**config.mk**
```make
export PLATFORM = sky130hd
export DESIGN_NAME = port_gating_ctrl
export DESIGN_NICKNAME = d
export VERILOG_FILES = /design/src/verilog/port_gate_pkg.sv /design/src/verilog/port_access_guard.sv /design/src/verilog/port_gating_ctrl.sv
export SDC_FILE = /design/constraint.sdc
export NUM_CORES = 1
export LEC_CHECK = 0
export ABC_AREA = 0
export BUFFER_PORTS_ARGS = -buffer_cell sky130_fd_sc_hd__buf_2
export CAP_MARGIN = 20
export CORE_MARGIN = 5
export CORE_UTILIZATION = 25
export DETAILED_ROUTE_END_ITERATION = 8
export PLACE_DENSITY_LB_ADDON = 0.05
export SYNTH_ARGS = -nofsm -noshare
export SYNTH_HDL_FRONTEND = slang
export SYNTH_SLANG_ARGS = --single-unit
```
**constraint.sdc**
```tcl
create_clock -name CLK_IN -period 4.5 [get_ports CLK_IN]
set_input_delay 0.45 -clock CLK_IN [delete_from_list [all_inputs] [get_ports CLK_IN]]
set_output_delay 0.45 -clock CLK_IN [all_outputs]
set_load 0.01 [all_outputs]
```
**src/verilog/port_gate_pkg.sv**
```systemverilog
// Contract
// - A set gating bit clocks and enables its port; a clear bit stops and disables it.
// - Any access to a port whose clock is gated off is answered with a bus fault.
// - Reset loads the whole deep-sleep gating register with all zeros.
// - The deep-sleep gating register decodes at offset 0x128 from base 0x400FE000.
// - The deep-sleep pattern is applied only in deep-sleep; run and sleep have their own.
// - Sleep-mode gating patterns apply only while the auto gating select bit is set.
// - Bit 0 is the read-write clock enable of port A, reset value 0.
package port_gate_pkg;

  // ********************************
  // Sizes and addresses
  // ********************************
  localparam int PORT_COUNT = 8;
  localparam logic [31:0] SYSCTL_BASE = 32'h400FE000;
  localparam logic [11:0] CLK_CFG_OFS = 12'h060;
  localparam logic [11:0] RUN_GATE_OFS = 12'h100;
  localparam logic [11:0] SLEEP_GATE_OFS = 12'h110;
  localparam logic [11:0] DEEP_GATE_OFS = 12'h128;
  localparam logic [11:0] IRQ_STAT_OFS = 12'h140;
  localparam logic [11:0] IRQ_MASK_OFS = 12'h144;
  localparam logic [11:0] MODE_STAT_OFS = 12'h148;

  // ********************************
  // Fields and reset values
  // ********************************
  localparam int AUTO_GATE_BIT = 0;
  localparam logic [7:0] GATE_RESET = 8'h00;
  localparam logic [7:0] IRQ_RESET = 8'h00;
  localparam logic AUTO_GATE_RESET = 1'b0;

  // ********************************
  // Types
  // ********************************
  typedef enum logic [2:0] {
    MODE_RUN = 3'b001,
    MODE_SLEEP = 3'b010,
    MODE_DEEP = 3'b100
  } power_mode_t;

  typedef struct packed {
    logic valid;
    logic write;
    logic [2:0] idx;
  } port_req_t;

  typedef struct packed {
    logic done;
    logic fault;
    logic [2:0] idx;
  } port_rsp_t;

  // ********************************
  // Helpers
  // ********************************
  function automatic logic reg_hit(input logic [31:0] addr, input logic [11:0] ofs);
    return addr == (SYSCTL_BASE + {20'h00000, ofs});
  endfunction

  function automatic logic [7:0] port_onehot(input logic [2:0] idx);
    return 8'h01 << idx;
  endfunction

endpackage

```
**src/verilog/port_access_guard.sv**
```systemverilog
`timescale 1ns/10ps
module port_access_guard
  import port_gate_pkg::*;
(
  input wire logic clk_in,
  input wire logic reset_n_in,
  input wire port_req_t req_in,
  input wire logic [7:0] enable_in,
  output port_rsp_t rsp_out
);

  // ********************************
  // Access answer
  // ********************************
  port_rsp_t rsp_q;
  port_rsp_t rsp_d;

  always_comb begin
    rsp_d.done = req_in.valid;
    rsp_d.idx = req_in.idx;
    rsp_d.fault = req_in.valid & ~|(port_onehot(req_in.idx) & enable_in);
  end

  always_ff @(posedge clk_in) begin
    if (!reset_n_in) begin
      rsp_q <= '0;
    end else begin
      rsp_q <= rsp_d;
    end
  end

  assign rsp_out = rsp_q;

endmodule

```
**src/verilog/port_gating_ctrl.sv**
```systemverilog
`timescale 1ns/10ps
module port_gating_ctrl
  import port_gate_pkg::*;
(
  input wire logic CLK_IN,
  input wire logic RESET_N_IN,
  input wire logic PSEL_IN,
  input wire logic PENABLE_IN,
  input wire logic PWRITE_IN,
  input wire logic [31:0] PADDR_IN,
  input wire logic [31:0] PWDATA_IN,
  input wire logic [3:0] PSTRB_IN,
  output logic [31:0] PRDATA_OUT,
  output logic PREADY_OUT,
  output logic PSLVERR_OUT,
  input wire logic SLEEP_IN,
  input wire logic DEEP_SLEEP_IN,
  input wire logic PORT_REQ_IN,
  input wire logic PORT_WRITE_IN,
  input wire logic [2:0] PORT_IDX_IN,
  output logic PORT_DONE_OUT,
  output logic PORT_FAULT_OUT,
  output logic [7:0] PORT_CLK_EN_OUT,
  output logic [2:0] MODE_OUT,
  output logic IRQ_OUT
);

  // ********************************
  // Declarations
  // ********************************
  logic access_w;
  logic commit_w;
  logic mapped_w;
  logic wr_byte0_w;
  logic [31:0] rd_mux_w;

  logic pready_q;
  logic pready_d;
  logic pslverr_q;
  logic pslverr_d;
  logic [31:0] prdata_q;
  logic [31:0] prdata_d;

  logic [7:0] run_gate_q;
  logic [7:0] run_gate_d;
  logic [7:0] sleep_gate_q;
  logic [7:0] sleep_gate_d;
  logic [7:0] deep_gate_q;
  logic [7:0] deep_gate_d;
  logic auto_gate_q;
  logic auto_gate_d;
  logic [7:0] irq_stat_q;
  logic [7:0] irq_stat_d;
  logic [7:0] irq_mask_q;
  logic [7:0] irq_mask_d;
  logic [7:0] fault_evt_w;
  logic [7:0] stat_clr_w;
  logic irq_q;
  logic irq_d;

  power_mode_t mode_q;
  power_mode_t mode_d;
  logic [7:0] en_q;
  logic [7:0] en_d;

  port_req_t port_req_w;
  port_rsp_t port_rsp_w;

  // ********************************
  // Bus decode
  // ********************************
  assign access_w = PSEL_IN & PENABLE_IN;
  assign commit_w = access_w & pready_q;
  assign wr_byte0_w = commit_w & PWRITE_IN & PSTRB_IN[0] & mapped_w;

  always_comb begin
    mapped_w = 1'b1;
    rd_mux_w = 32'h00000000;
    if (reg_hit(PADDR_IN, DEEP_GATE_OFS)) begin
      rd_mux_w = {24'h000000, deep_gate_q};
    end else if (reg_hit(PADDR_IN, RUN_GATE_OFS)) begin
      rd_mux_w = {24'h000000, run_gate_q};
    end else if (reg_hit(PADDR_IN, SLEEP_GATE_OFS)) begin
      rd_mux_w = {24'h000000, sleep_gate_q};
    end else if (reg_hit(PADDR_IN, CLK_CFG_OFS)) begin
      rd_mux_w = {31'h0000000, auto_gate_q};
    end else if (reg_hit(PADDR_IN, IRQ_STAT_OFS)) begin
      rd_mux_w = {24'h000000, irq_stat_q};
    end else if (reg_hit(PADDR_IN, IRQ_MASK_OFS)) begin
      rd_mux_w = {24'h000000, irq_mask_q};
    end else if (reg_hit(PADDR_IN, MODE_STAT_OFS)) begin
      rd_mux_w = {21'h00000, mode_q, en_q};
    end else begin
      mapped_w = 1'b0;
    end
  end

  // ********************************
  // Bus answer
  // ********************************
  always_comb begin
    pready_d = access_w & ~pready_q;
    pslverr_d = 1'b0;
    prdata_d = 32'h00000000;
    if (access_w && !pready_q) begin
      pslverr_d = ~mapped_w;
      if (!PWRITE_IN) begin
        prdata_d = rd_mux_w;
      end
    end
  end

  always_ff @(posedge CLK_IN) begin
    if (!RESET_N_IN) begin
      pready_q <= 1'b0;
      pslverr_q <= 1'b0;
      prdata_q <= 32'h00000000;
    end else begin
      pready_q <= pready_d;
      pslverr_q <= pslverr_d;
      prdata_q <= prdata_d;
    end
  end

  // ********************************
  // Registers
  // ********************************
  always_comb begin
    run_gate_d = run_gate_q;
    sleep_gate_d = sleep_gate_q;
    deep_gate_d = deep_gate_q;
    auto_gate_d = auto_gate_q;
    irq_mask_d = irq_mask_q;
    stat_clr_w = 8'h00;
    if (wr_byte0_w) begin
      // ports A to H, upper bits dropped
      if (reg_hit(PADDR_IN, DEEP_GATE_OFS)) begin
        deep_gate_d = PWDATA_IN[7:0];
      end
      if (reg_hit(PADDR_IN, RUN_GATE_OFS)) begin
        run_gate_d = PWDATA_IN[7:0];
      end
      if (reg_hit(PADDR_IN, SLEEP_GATE_OFS)) begin
        sleep_gate_d = PWDATA_IN[7:0];
      end
      if (reg_hit(PADDR_IN, CLK_CFG_OFS)) begin
        auto_gate_d = PWDATA_IN[AUTO_GATE_BIT];
      end
      if (reg_hit(PADDR_IN, IRQ_MASK_OFS)) begin
        irq_mask_d = PWDATA_IN[7:0];
      end
      if (reg_hit(PADDR_IN, IRQ_STAT_OFS)) begin
        stat_clr_w = PWDATA_IN[7:0];
      end
    end
  end

  always_ff @(posedge CLK_IN) begin
    if (!RESET_N_IN) begin
      run_gate_q <= GATE_RESET;
      sleep_gate_q <= GATE_RESET;
      deep_gate_q <= GATE_RESET;
      auto_gate_q <= AUTO_GATE_RESET;
      irq_mask_q <= IRQ_RESET;
    end else begin
      run_gate_q <= run_gate_d;
      sleep_gate_q <= sleep_gate_d;
      deep_gate_q <= deep_gate_d;
      auto_gate_q <= auto_gate_d;
      irq_mask_q <= irq_mask_d;
    end
  end

  // ********************************
  // Power mode tracking
  // ********************************
  always_comb begin
    mode_d = mode_q;
    case (mode_q)
      MODE_RUN: begin
        if (SLEEP_IN) begin
          mode_d = DEEP_SLEEP_IN ? MODE_DEEP : MODE_SLEEP;
        end
      end
      MODE_SLEEP: begin
        if (!SLEEP_IN) begin
          mode_d = MODE_RUN;
        end else if (DEEP_SLEEP_IN) begin
          mode_d = MODE_DEEP;
        end
      end
      MODE_DEEP: begin
        if (!SLEEP_IN) begin
          mode_d = MODE_RUN;
        end else if (!DEEP_SLEEP_IN) begin
          mode_d = MODE_SLEEP;
        end
      end
      default: begin
        mode_d = MODE_RUN;
      end
    endcase
  end

  // ********************************
  // Effective port enables
  // ********************************
  always_comb begin
    en_d = run_gate_q;
    if (auto_gate_q) begin
      if (mode_q == MODE_DEEP) begin
        en_d = deep_gate_q;
      end else if (mode_q == MODE_SLEEP) begin
        en_d = sleep_gate_q;
      end
    end
  end

  always_ff @(posedge CLK_IN) begin
    if (!RESET_N_IN) begin
      mode_q <= MODE_RUN;
      en_q <= GATE_RESET;
    end else begin
      mode_q <= mode_d;
      en_q <= en_d;
    end
  end

  // ********************************
  // Port access check
  // ********************************
  assign port_req_w = '{valid: PORT_REQ_IN, write: PORT_WRITE_IN, idx: PORT_IDX_IN};

  port_access_guard u_guard (
    .clk_in(CLK_IN),
    .reset_n_in(RESET_N_IN),
    .req_in(port_req_w),
    .enable_in(en_q),
    .rsp_out(port_rsp_w)
  );

  // ********************************
  // Fault interrupt
  // ********************************
  always_comb begin
    fault_evt_w = 8'h00;
    if (port_rsp_w.done && port_rsp_w.fault) begin
      fault_evt_w = port_onehot(port_rsp_w.idx);
    end
    irq_stat_d = (irq_stat_q & ~stat_clr_w) | fault_evt_w;
    irq_d = |(irq_stat_d & irq_mask_d);
  end

  always_ff @(posedge CLK_IN) begin
    if (!RESET_N_IN) begin
      irq_stat_q <= IRQ_RESET;
      irq_q <= 1'b0;
    end else begin
      irq_stat_q <= irq_stat_d;
      irq_q <= irq_d;
    end
  end

  // ********************************
  // Outputs
  // ********************************
  assign PRDATA_OUT = prdata_q;
  assign PREADY_OUT = pready_q;
  assign PSLVERR_OUT = pslverr_q;
  assign PORT_DONE_OUT = port_rsp_w.done;
  assign PORT_FAULT_OUT = port_rsp_w.fault;
  assign PORT_CLK_EN_OUT = en_q;
  assign MODE_OUT = mode_q;
  assign IRQ_OUT = irq_q;

endmodule

```
==> impl_metrics.yaml, run 1 <==
run_status:
  status: "finished, final reports clean"
timing:
  fin_ws_ns: 1.403
  layout_min_cycle_time_ns: 3.097
  rsz0062_at_grt: "no"
  drv_slew: 0
  hold_viol_final: 0
  max_freq_ghz: 0.3229
  fin_skew_ns: 0.005481
  timing.slew.headroom_pct: 41.70
  tightestPinTransition_ns: 0.8665
  setup-violations-final: 0
  hold_slack_ns: 0.2852
  finalCritPeriodShare_pct: 68.81
  tns_ns: 0
layout:
  syn2layout_area_growth_pct: 21.02
  drive_gt1_share_pct: 22.40
  diodes: 0
  final_area_sq_mm: 0.004250
  final_cells: 671
  fillers: 1509
  final_nets: 569
  final_util_pct: 30.74
synth:
  syn_area_sq_mm: 0.003512
  synth_ff_type: "dfxtp_1"
  synthArstFlopShare_pct: 0
  synth_cell_types: 42
  synth_edf_count: 0
  syn_avg_cell_area_sq_um: 8.362
  ys.warnings.count: 0
  syn_inst: 420
  ys_ff_latch: 71
  ys_seq_area_share_pct: 40.47
detailed_routing:
  vias: 3232
  first_iter_violations: 145
  ant_nets: 0
  wl_per_cell_um: 17.77
  wl_um: 11930
  drt_pass1_iterations: 4
  viasPerCell: 4.817
  drc_errors: 0
die:
  dieArea_sq_mm: 0.01652
  core_sq_mm: 0.01383
  start_util_pct: 25.40
  rows: 43
  io_pins: 128
  die_w_um: 128.5
  die_y_um: 128.5
critical_path:
  critPathSlowestCell: "nor4_4"
  cp-end-kind: "register"
  worstPathMaxFanout: 12
  crit_buf_inv: 1
  cp-startpoint: "PADDR_IN[11]"
  cp_top_family: "simple AND/OR/NAND/NOR gates"
  cp_data_arrival_time_ns: 3.29
  worstPathRequired_ns: 4.69
  reg2reg_from: "PREADY_OUT$_SDFF_PN0_"
  crit_chain: "buf_2 -> nor4b_1 -> nand4_1 -> nor4_4 -> mux2_2 -> a22oi_1 -> a41oi_1"
  slowest_delay_ns: 0.85
  path_class: "in2reg"
  startpoint_type: "input pin"
cts:
  cts_buffer_depth: 2
  htreeDepth: 3
  clk-insertion-delay-late_ns: 0.34
  cts_tree: "done"
  post_cts_buffers: 0
  clock-sinks: 71
  ctsHoldBuffers: 0
  cts_buffers: 9
  cts.repair.resized: 0
  cts.clk_slew.worst_paths_ns: 0.05
  clockRootBuffer: "clkbuf_16"
power:
  p_leak_nw: 1.752
  vdd_drop_max_uv: 160.8
  powerDensity_mw_per_mm2: 328.3
  power_mw: 1.395
placement:
  post_dp_cell_area_sq_mm: 0.003979
  dp.cells: 658
  post-dp-hpwl_um: 9063
  pre_cts_slack_ns: 1.063
  finalWeightedCongestion: 0.7534
  io_buffers: 78
global_routing:
  track_usage_pct: 14.83
  grt_max_degree: 45
  grt_pass1_wl_um: 18490
  grt_pass1_vias: 3158
  overflow: 0
  antenna_found_initial: 0
hold_path:
  hold_start: "DEEP_SLEEP_IN"
  hp-class: "in2reg"
run:
  cap_violations: 0
## per-layer routing
metal,part of all wire (%),vias up,track usage [%]
met1,47,1524,20.23
li1,-,1595,-
met4,1.5,0,5.374
met3,6.9,11,3.445
met2,44,102,22.95
met5,0,-,0
## flip-flops by register name (all words and copies together) (netlist names)
name,cells
PRDATA_OUT,11
PORT_CLK_EN_OUT,8
deep_gate_q,8
irq_mask_q,8
irq_stat_q,8
run_gate_q,8
sleep_gate_q,8
u_guard.rsp_out,5
MODE_OUT,3
IRQ_OUT,1
PREADY_OUT,1
PSLVERR_OUT,1
auto_gate_q,1
## final cells by class
cell class                      instances  area, sq um  share of cell area, %
Clock buffer                           12        266.5                  6.270
Clock inverter                          1        5.005                 0.1178
Inverter                                3        11.26                 0.2649
Multi-Input combinational cell        323         1908                  44.89
Sequential cell                        71         1421                  33.44
Tap cell                              180        225.2                  5.299
Timing Repair Buffer                   81        412.9                  9.714
## cells in the mapped netlist (2+ instances only)
cell        n  area (sq um)
mux2_2      8         90.09
mux4_2      2         45.04
or4_1       2         15.01
nor4bb_1    3         30.03
nor4b_1     2         17.52
a21oi_1    32         160.2
o41ai_1     8         70.07
o2111ai_1   2         17.52
nand4_1     4         25.02
a211oi_1    9         67.56
nand2_1    65         244.0
nor2b_1     5         31.28
o31a_1      8         70.07
and2_1     25         156.4
mux2i_1    10         100.1
dfxtp_1    71          1421
and3_1      7         43.79
nor4_1      4         25.02
o21ai_0     2         10.01
nand3b_1    8         60.06
nor2_1     40         150.1
and4_1      5         43.79
o22ai_1    16         100.1
nand3_1    12         60.06
buf_4      22         165.2
a22oi_1     4         30.03
nand2b_1   10         62.56
inv_1       2         7.510
clkbuf_1   19         71.32
## worst register-to-register path: stages (launching register included)
cell,delay (ns)
dfxtp_1,0.36
and4_1,0.27
nand3_1,0.16
nor4_4,0.56
mux2_2,0.42
a22oi_1,0.27
a41oi_1,0.15
## where the power goes
part	internal, mW	switching, mW
sequential	0.634	0.00437
clock	0.408	0.258
combinational	0.0338	0.0572
total	1.08	0.320
## cells in the final DEF (no fill, tap or decap), types with 5 or more instances in the layout
cell,count
and4_1,5
dfxtp_1,71
mux2i_1,10
a211oi_1,9
and3_1,7
o22ai_1,16
nand3b_1,8
buf_2,78
nand3_1,12
nor2b_1,5
and2_1,25
mux2_2,8
nor2_1,40
nand2_1,65
o31a_1,8
o41ai_1,8
conb_1,21
nand2b_1,10
clkbuf_16,9
a21oi_1,32
## cells by family after synthesis
kind of cell    Yosys count  synth area share [%]
mux                      20                 6.698
other cells               1                0.1068
flops                    71                 40.47
buf+inv                  46                 7.517
xor+xnor                  1                0.2494
simple gates            199                 29.75
compound gates           82                 15.21
## path summary, 6_finish.rpt
check	end	slack, ns	depth (start not counted)
max reg2reg	IRQ_OUT$_SDFF_PN0_	2.17	6
max	IRQ_OUT$_SDFF_PN0_	1.40	7
min	MODE_OUT[1]$_SDFFE_PN0P_	0.29	2
min reg2reg	sleep_gate_q[7]$_SDFFE_PN0P_	0.46	2
(Power assumes the default switching activity.)
==> inputs of run 2 (changes only) <==
--- a/config.mk
+++ b/config.mk
@@ -5,7 +5,7 @@
 export SDC_FILE = /design/constraint.sdc
 export NUM_CORES = 1
 export LEC_CHECK = 0
-export ABC_AREA = 0
+export ABC_AREA = 1
 export BUFFER_PORTS_ARGS = -buffer_cell sky130_fd_sc_hd__buf_2
 export CAP_MARGIN = 20
 export CORE_MARGIN = 5
==> constraint.sdc (replaced) <==
create_clock -name CLK_IN -period 2.9 [get_ports CLK_IN]
set_input_delay 0.29 -clock CLK_IN [delete_from_list [all_inputs] [get_ports CLK_IN]]
set_output_delay 0.29 -clock CLK_IN [all_outputs]
set_load 0.01 [all_outputs]
==> impl_metrics.yaml, run 2 <==
layout:
  diodes: 0
  final_util_pct: 31.15
  final_cell_mix: "nand2_1 (83), buf_2 (78), dfxtp_1 (71), a21oi_1 (59), inv_1 (58)"
  syn2layout_area_growth_pct: 21.47
  largest_reg_flops: 11
  drive_gt1_share_pct: 22.28
  final_cells: 790
  final_nets: 683
  register_area_sq_mm: 0.001421
  fillers: 1611
  multi_input_area_sq_mm: 0.001907
  final_area_sq_mm: 0.004544
  final_common_cell: "nand2_1"
detailed_routing:
  drc_errors: 0
  viasPerCell: 4.546
  wl_met2_um: 5730
  drt_pass1_iterations: 7
  wl_met3_um: 933
  wl_per_cell_um: 16.02
  first_iter_violations: 205
  m1WireLength_um: 5867
  vias: 3591
  top_layer_used: "met4"
  wl_um: 12660
  ant_nets: 0
placement:
  dp.cells: 776
  io_buffers: 78
  pre_cts_slack_ns: 0.5153
  finalWeightedCongestion: 0.7815
  post_dp_cell_area_sq_mm: 0.004279
  post-dp-hpwl_um: 9846
global_routing:
  antenna_found_initial: 0
  track_usage_pct: 14.19
  overflow: 0
  grt_pass1_vias: 3495
  grt_max_degree: 31
  grt_pass1_wl_um: 19330
die:
  rows: 44
  io_pins: 128
  start_util_pct: 25.64
  die_w_um: 132.3
  die_y_um: 132.3
  core_sq_mm: 0.01459
  dieArea_sq_mm: 0.01751
synth:
  synth_top_cell_by_area: "dfxtp_1"
  ys_top_cells_by_count: "nand2_1 (83), dfxtp_1 (71), a21oi_1 (59)"
  synth_cell_types: 36
  syn_avg_cell_area_sq_um: 7.181
  synth_edf_count: 0
  ys_ff_latch: 71
  post-synth-top-count-cell: "nand2_1"
  ys.warnings.count: 0
  synth_ff_type: "dfxtp_1"
  synthArstFlopShare_pct: 0
  ys_top_cells_by_area: "dfxtp_1 (38%), nand2_1 (8.3%), a21oi_1 (7.9%), inv_1 (5.8%), nor2_1 (5.7%)"
  ys_seq_area_share_pct: 37.99
  synth_top_area_share_pct: 37.99
  syn_inst: 521
  syn_area_sq_mm: 0.003741
timing:
  layout_min_cycle_time_ns: 2.015
  hold_slack_ns: 0.1609
  rsz0062_at_grt: "no"
  drv_slew: 0
  tightestPinTransition_ns: 0.5489
  max_freq_ghz: 0.4963
  finalCritPeriodShare_pct: 69.47
  hold_viol_final: 0
  timing.slew.headroom_pct: 63.41
  fin_ws_ns: 0.8853
  fin_skew_ns: 0.005550
  setup-violations-final: 0
  tns_ns: 0
power:
  powerDensity_mw_per_mm2: 473.0
  p_leak_nw: 2.063
  p_sw_mw: 0.5017
  power_mw: 2.150
  vdd_drop_max_uv: 266.4
  pwr-share-clk_pct: 47.2
  swShare_pct: 23.34
  seq_power_share_pct: 46.0
  power_frac_comb_pct: 6.8
  power.internal_mw: 1.648
critical_path:
  crit_chain: "buf_2 -> inv_1 -> nand2_1 -> nor2_1 -> nand2_1 -> nor2_2 -> nand3_4 -> nor2_4 -> nor2_4 -> nand2_8 -> nand3_2 -> nand2_1 -> nand2_1 -> nand2_1 -> nand2_1 -> nor2_1 -> a21oi_1"
  cpMostUsedCell: "nand2_1"
  worstPathRequired_ns: 3.11
  worstPathMaxFanout: 19
  r2r_slack_ns: 0.98
  path_class: "in2reg"
  cp_data_arrival_time_ns: 2.22
  startpoint_type: "input pin"
  cp-end-kind: "register"
  cp_top_family: "simple AND/OR/NAND/NOR gates"
  critPathSlowestCell: "nor2_4"
  crit_buf_inv: 2
  slowest_delay_ns: 0.27
hold_path:
  hp-class: "in2reg"
cts:
  cts.clk_slew.worst_paths_ns: 0.06
  clock-sinks: 71
  htreeDepth: 3
  clk-insertion-delay-late_ns: 0.34
  post_cts_buffers: 0
  clockRootBuffer: "clkbuf_16"
  cts_buffer_depth: 2
  cts.repair.resized: 0
  cts_buffers: 9
  cts_tree: "done"
  ctsHoldBuffers: 0
run_status:
  status: "finished, final reports clean"
run:
  cap_violations: 0
-- run 2: power groups by stage --
stage / Clock, mW / Combinational [mW] / Sequential [mW]
3_5_place_dp: 0 / 0.146 / 1.01
3_3_place_gp: 0 / 0.145 / 1.01
4_1_cts: 1.05 / 0.146 / 0.989
6_report: 1.02 / 0.145 / 0.989
5_1_grt: 1.09 / 0.164 / 0.990
2_1_floorplan: 0 / 0.0937 / 1.01
-- run 2: logic make-up after synthesis --
| family | count (synthesis) | share of synthesized area (%) |
|---|---|---|
| DFF | 71 | 37.99 |
| buffers and inverters | 105 | 13.04 |
| other | 1 | 0.1002 |
| and+or+nand+nor | 205 | 26.52 |
| AOI/OAI and AO/OA | 139 | 22.34 |
-- run 2: layout make-up --
class,count,area share [%]
clock inverter,1,0.1101
multi-input combinational,365,41.96
inverter,68,5.617
clock buffer,13,5.727
sequential,71,31.28
tap,184,5.066
timing repair buffer,88,10.24
-- run 2: final timing paths --
path	startpoint	end	depth (start not counted)
setup / recovery	PADDR_IN[12]	IRQ_OUT$_SDFF_PN0_	17
setup reg to reg	PREADY_OUT$_SDFF_PN0_	IRQ_OUT$_SDFF_PN0_	9
hold reg to reg	PREADY_OUT$_SDFF_PN0_	PREADY_OUT$_SDFF_PN0_	1
hold / removal	PORT_REQ_IN	u_guard.rsp_out[4]$_SDFF_PN0_	3
-- run 2: worst min-delay path: stages --
cell     delay (ns)
buf_2          0.07
nand2_1        0.06
inv_1          0.04
-- run 2: per-layer routing --
| metal | global-route usage [%] | vias to the layer above |
|---|---|---|
| met4 | 3.394 | 0 |
| met5 | 0 | - |
| met1 | 19.46 | 1608 |
| li1 | - | 1862 |
| met3 | 4.237 | 7 |
| met2 | 21.90 | 114 |
==> inputs of run 3 (changes only) <==
==> constraint.sdc (replaced) <==
create_clock -name CLK_IN -period 2.05 [get_ports CLK_IN]
set_input_delay 0.205 -clock CLK_IN [delete_from_list [all_inputs] [get_ports CLK_IN]]
set_output_delay 0.205 -clock CLK_IN [all_outputs]
set_load 0.01 [all_outputs]
==> impl_metrics.yaml, run 3 (synthesis results as in run 2) <==
critical_path:
  cp_data_arrival_time_ns: 2.02
  startpoint_type: "register"
  cp-startpoint: "MODE_OUT[1]$_SDFFE_PN0P_"
  reg2reg_from: "MODE_OUT[1]$_SDFFE_PN0P_"
  cpMostUsedCell: "a21oi_1"
  worstPathMaxFanout: 8
  critPathSlowestCell: "nor3_1"
  worstPathRequired_ns: 2.30
  slowest_delay_ns: 0.39
  path_class: "reg2reg"
  cp-end-kind: "register"
  crit_chain: "inv_1 -> nor3_1 -> clkinv_1 -> a21oi_1 -> buf_4 -> o21ai_0 -> a21oi_1"
timing:
  layout_min_cycle_time_ns: 1.767
  tightestPinTransition_ns: 0.4940
  setup-violations-final: 0
  timing.slew.headroom_pct: 66.81
  rsz0062_at_grt: "no"
  drv_slew: 0
  finalCritPeriodShare_pct: 86.22
  fin_skew_ns: 0.009180
  max_freq_ghz: 0.5658
  hold_viol_final: 0
  tns_ns: 0
hold_path:
  hold_start: "PORT_REQ_IN"
  hp-class: "in2reg"
run:
  cap_violations: 0
detailed_routing:
  ant_nets: 0
  wl_um: 12660
  wl_per_cell_um: 15.54
  vias: 3755
  drc_errors: 0
  drt_pass1_iterations: 4
  viasPerCell: 4.607
  first_iter_violations: 196
die:
  dieArea_sq_mm: 0.01751
  rows: 44
  io_pins: 128
  die_y_um: 132.3
  die_w_um: 132.3
  start_util_pct: 25.64
  core_sq_mm: 0.01459
global_routing:
  antenna_found_initial: 0
  grt_max_degree: 30
  grt_pass1_wl_um: 20020
  overflow: 0
  grt_pass1_vias: 3701
  track_usage_pct: 14.56
layout:
  drive_gt1_share_pct: 25.52
  final_nets: 706
  final_area_sq_mm: 0.004861
  final_util_pct: 33.32
  largest_reg_flops: 11
  final_common_cell: "nand2_1"
  syn2layout_area_growth_pct: 29.93
  diodes: 0
  final_cell_mix: "nand2_1 (83), buf_2 (78), dfxtp_1 (71), a21oi_1 (59), inv_1 (58)"
cts:
  post_cts_buffers: 0
  cts_tree: "done"
  cts.repair.resized: 0
  clock-sinks: 71
  cts_buffers: 9
  cts_buffer_depth: 2
  htreeDepth: 3
  clk-insertion-delay-late_ns: 0.34
  ctsHoldBuffers: 0
  cts.clk_slew.worst_paths_ns: 0.06
  clockRootBuffer: "clkbuf_16"
placement:
  post_dp_cell_area_sq_mm: 0.004489
  io_buffers: 78
  finalWeightedCongestion: 0.7904
  post-dp-hpwl_um: 10180
power:
  vdd_drop_max_uv: 348.5
  powerDensity_mw_per_mm2: 735.2
  p_leak_nw: 2.230
run_status:
  status: "finished, final reports clean"
## run 3: changes by cell type in the layout (fill, tap and decap cells not counted), sizes merged
cell    before  now
buf         88  111
bufinv       0    4
clkbuf      13   11
## run 3: metal layers
| layer | vias to the layer above | share of wire (%) | GRT usage [%] |
|---|---|---|---|
| met3 | 10 | 6.2 | 4.198 |
| li1 | 1903 | - | - |
| met1 | 1723 | 47 | 19.26 |
| met2 | 119 | 46 | 23.18 |
| met5 | - | 0 | 0 |
| met4 | 0 | 1.4 | 3.959 |
## run 3: power by group
group | switching [mW] | internal [mW]
clock network | 0.616 | 1.35
registers | 0.00841 | 1.39
logic | 0.136 | 0.0747
total | 0.760 | 2.81
## run 3: area by class of cell
cell class,instances,area (sq um)
fillers,1619,9728
multi-input cells,365,1907
flip-flops and latches,71,1421
repair buffers,111,675.6
inverters,68,255.2
clock buffers,11,242.7
well taps,184,230.2
clock inverters,5,128.9
## run 3: path summary, 6_finish.rpt
check / to / slack (ns) / depth (start not counted)
min: u_guard.rsp_out[4]$_SDFF_PN0_ / 0.08 / 3
max: PORT_CLK_EN_OUT[0]$_SDFF_PN0_ / 0.28 / 7
max reg2reg: PORT_CLK_EN_OUT[0]$_SDFF_PN0_ / 0.28 / 7
min reg2reg: PREADY_OUT$_SDFF_PN0_ / 0.47 / 1
## run 3: metrics by stage
stage / cells / power, mW / hold WS, ns / setup slack, ns
2_1_floorplan: 541 / 1.564 / 0.3026 / 0.3367
3_3_place_gp: 799 / 1.639 / 0.4153 / 0.005598
3_5_place_dp: 799 / 1.641 / 0.4201 / -0.01942
4_1_cts: 815 / 3.624 / 0.06660 / 0.2628
5_1_grt: 815 / 3.723 / 0.09411 / 0.06253
6_report: 815 / 3.574 / 0.07547 / 0.2825
## run 3: critical path, delay by kind of cell, from the launching register on
family	cells	cell delay, ns
flops	1	0.37
simple gates	1	0.39
compound gates	3	0.44
buf+inv	3	0.48
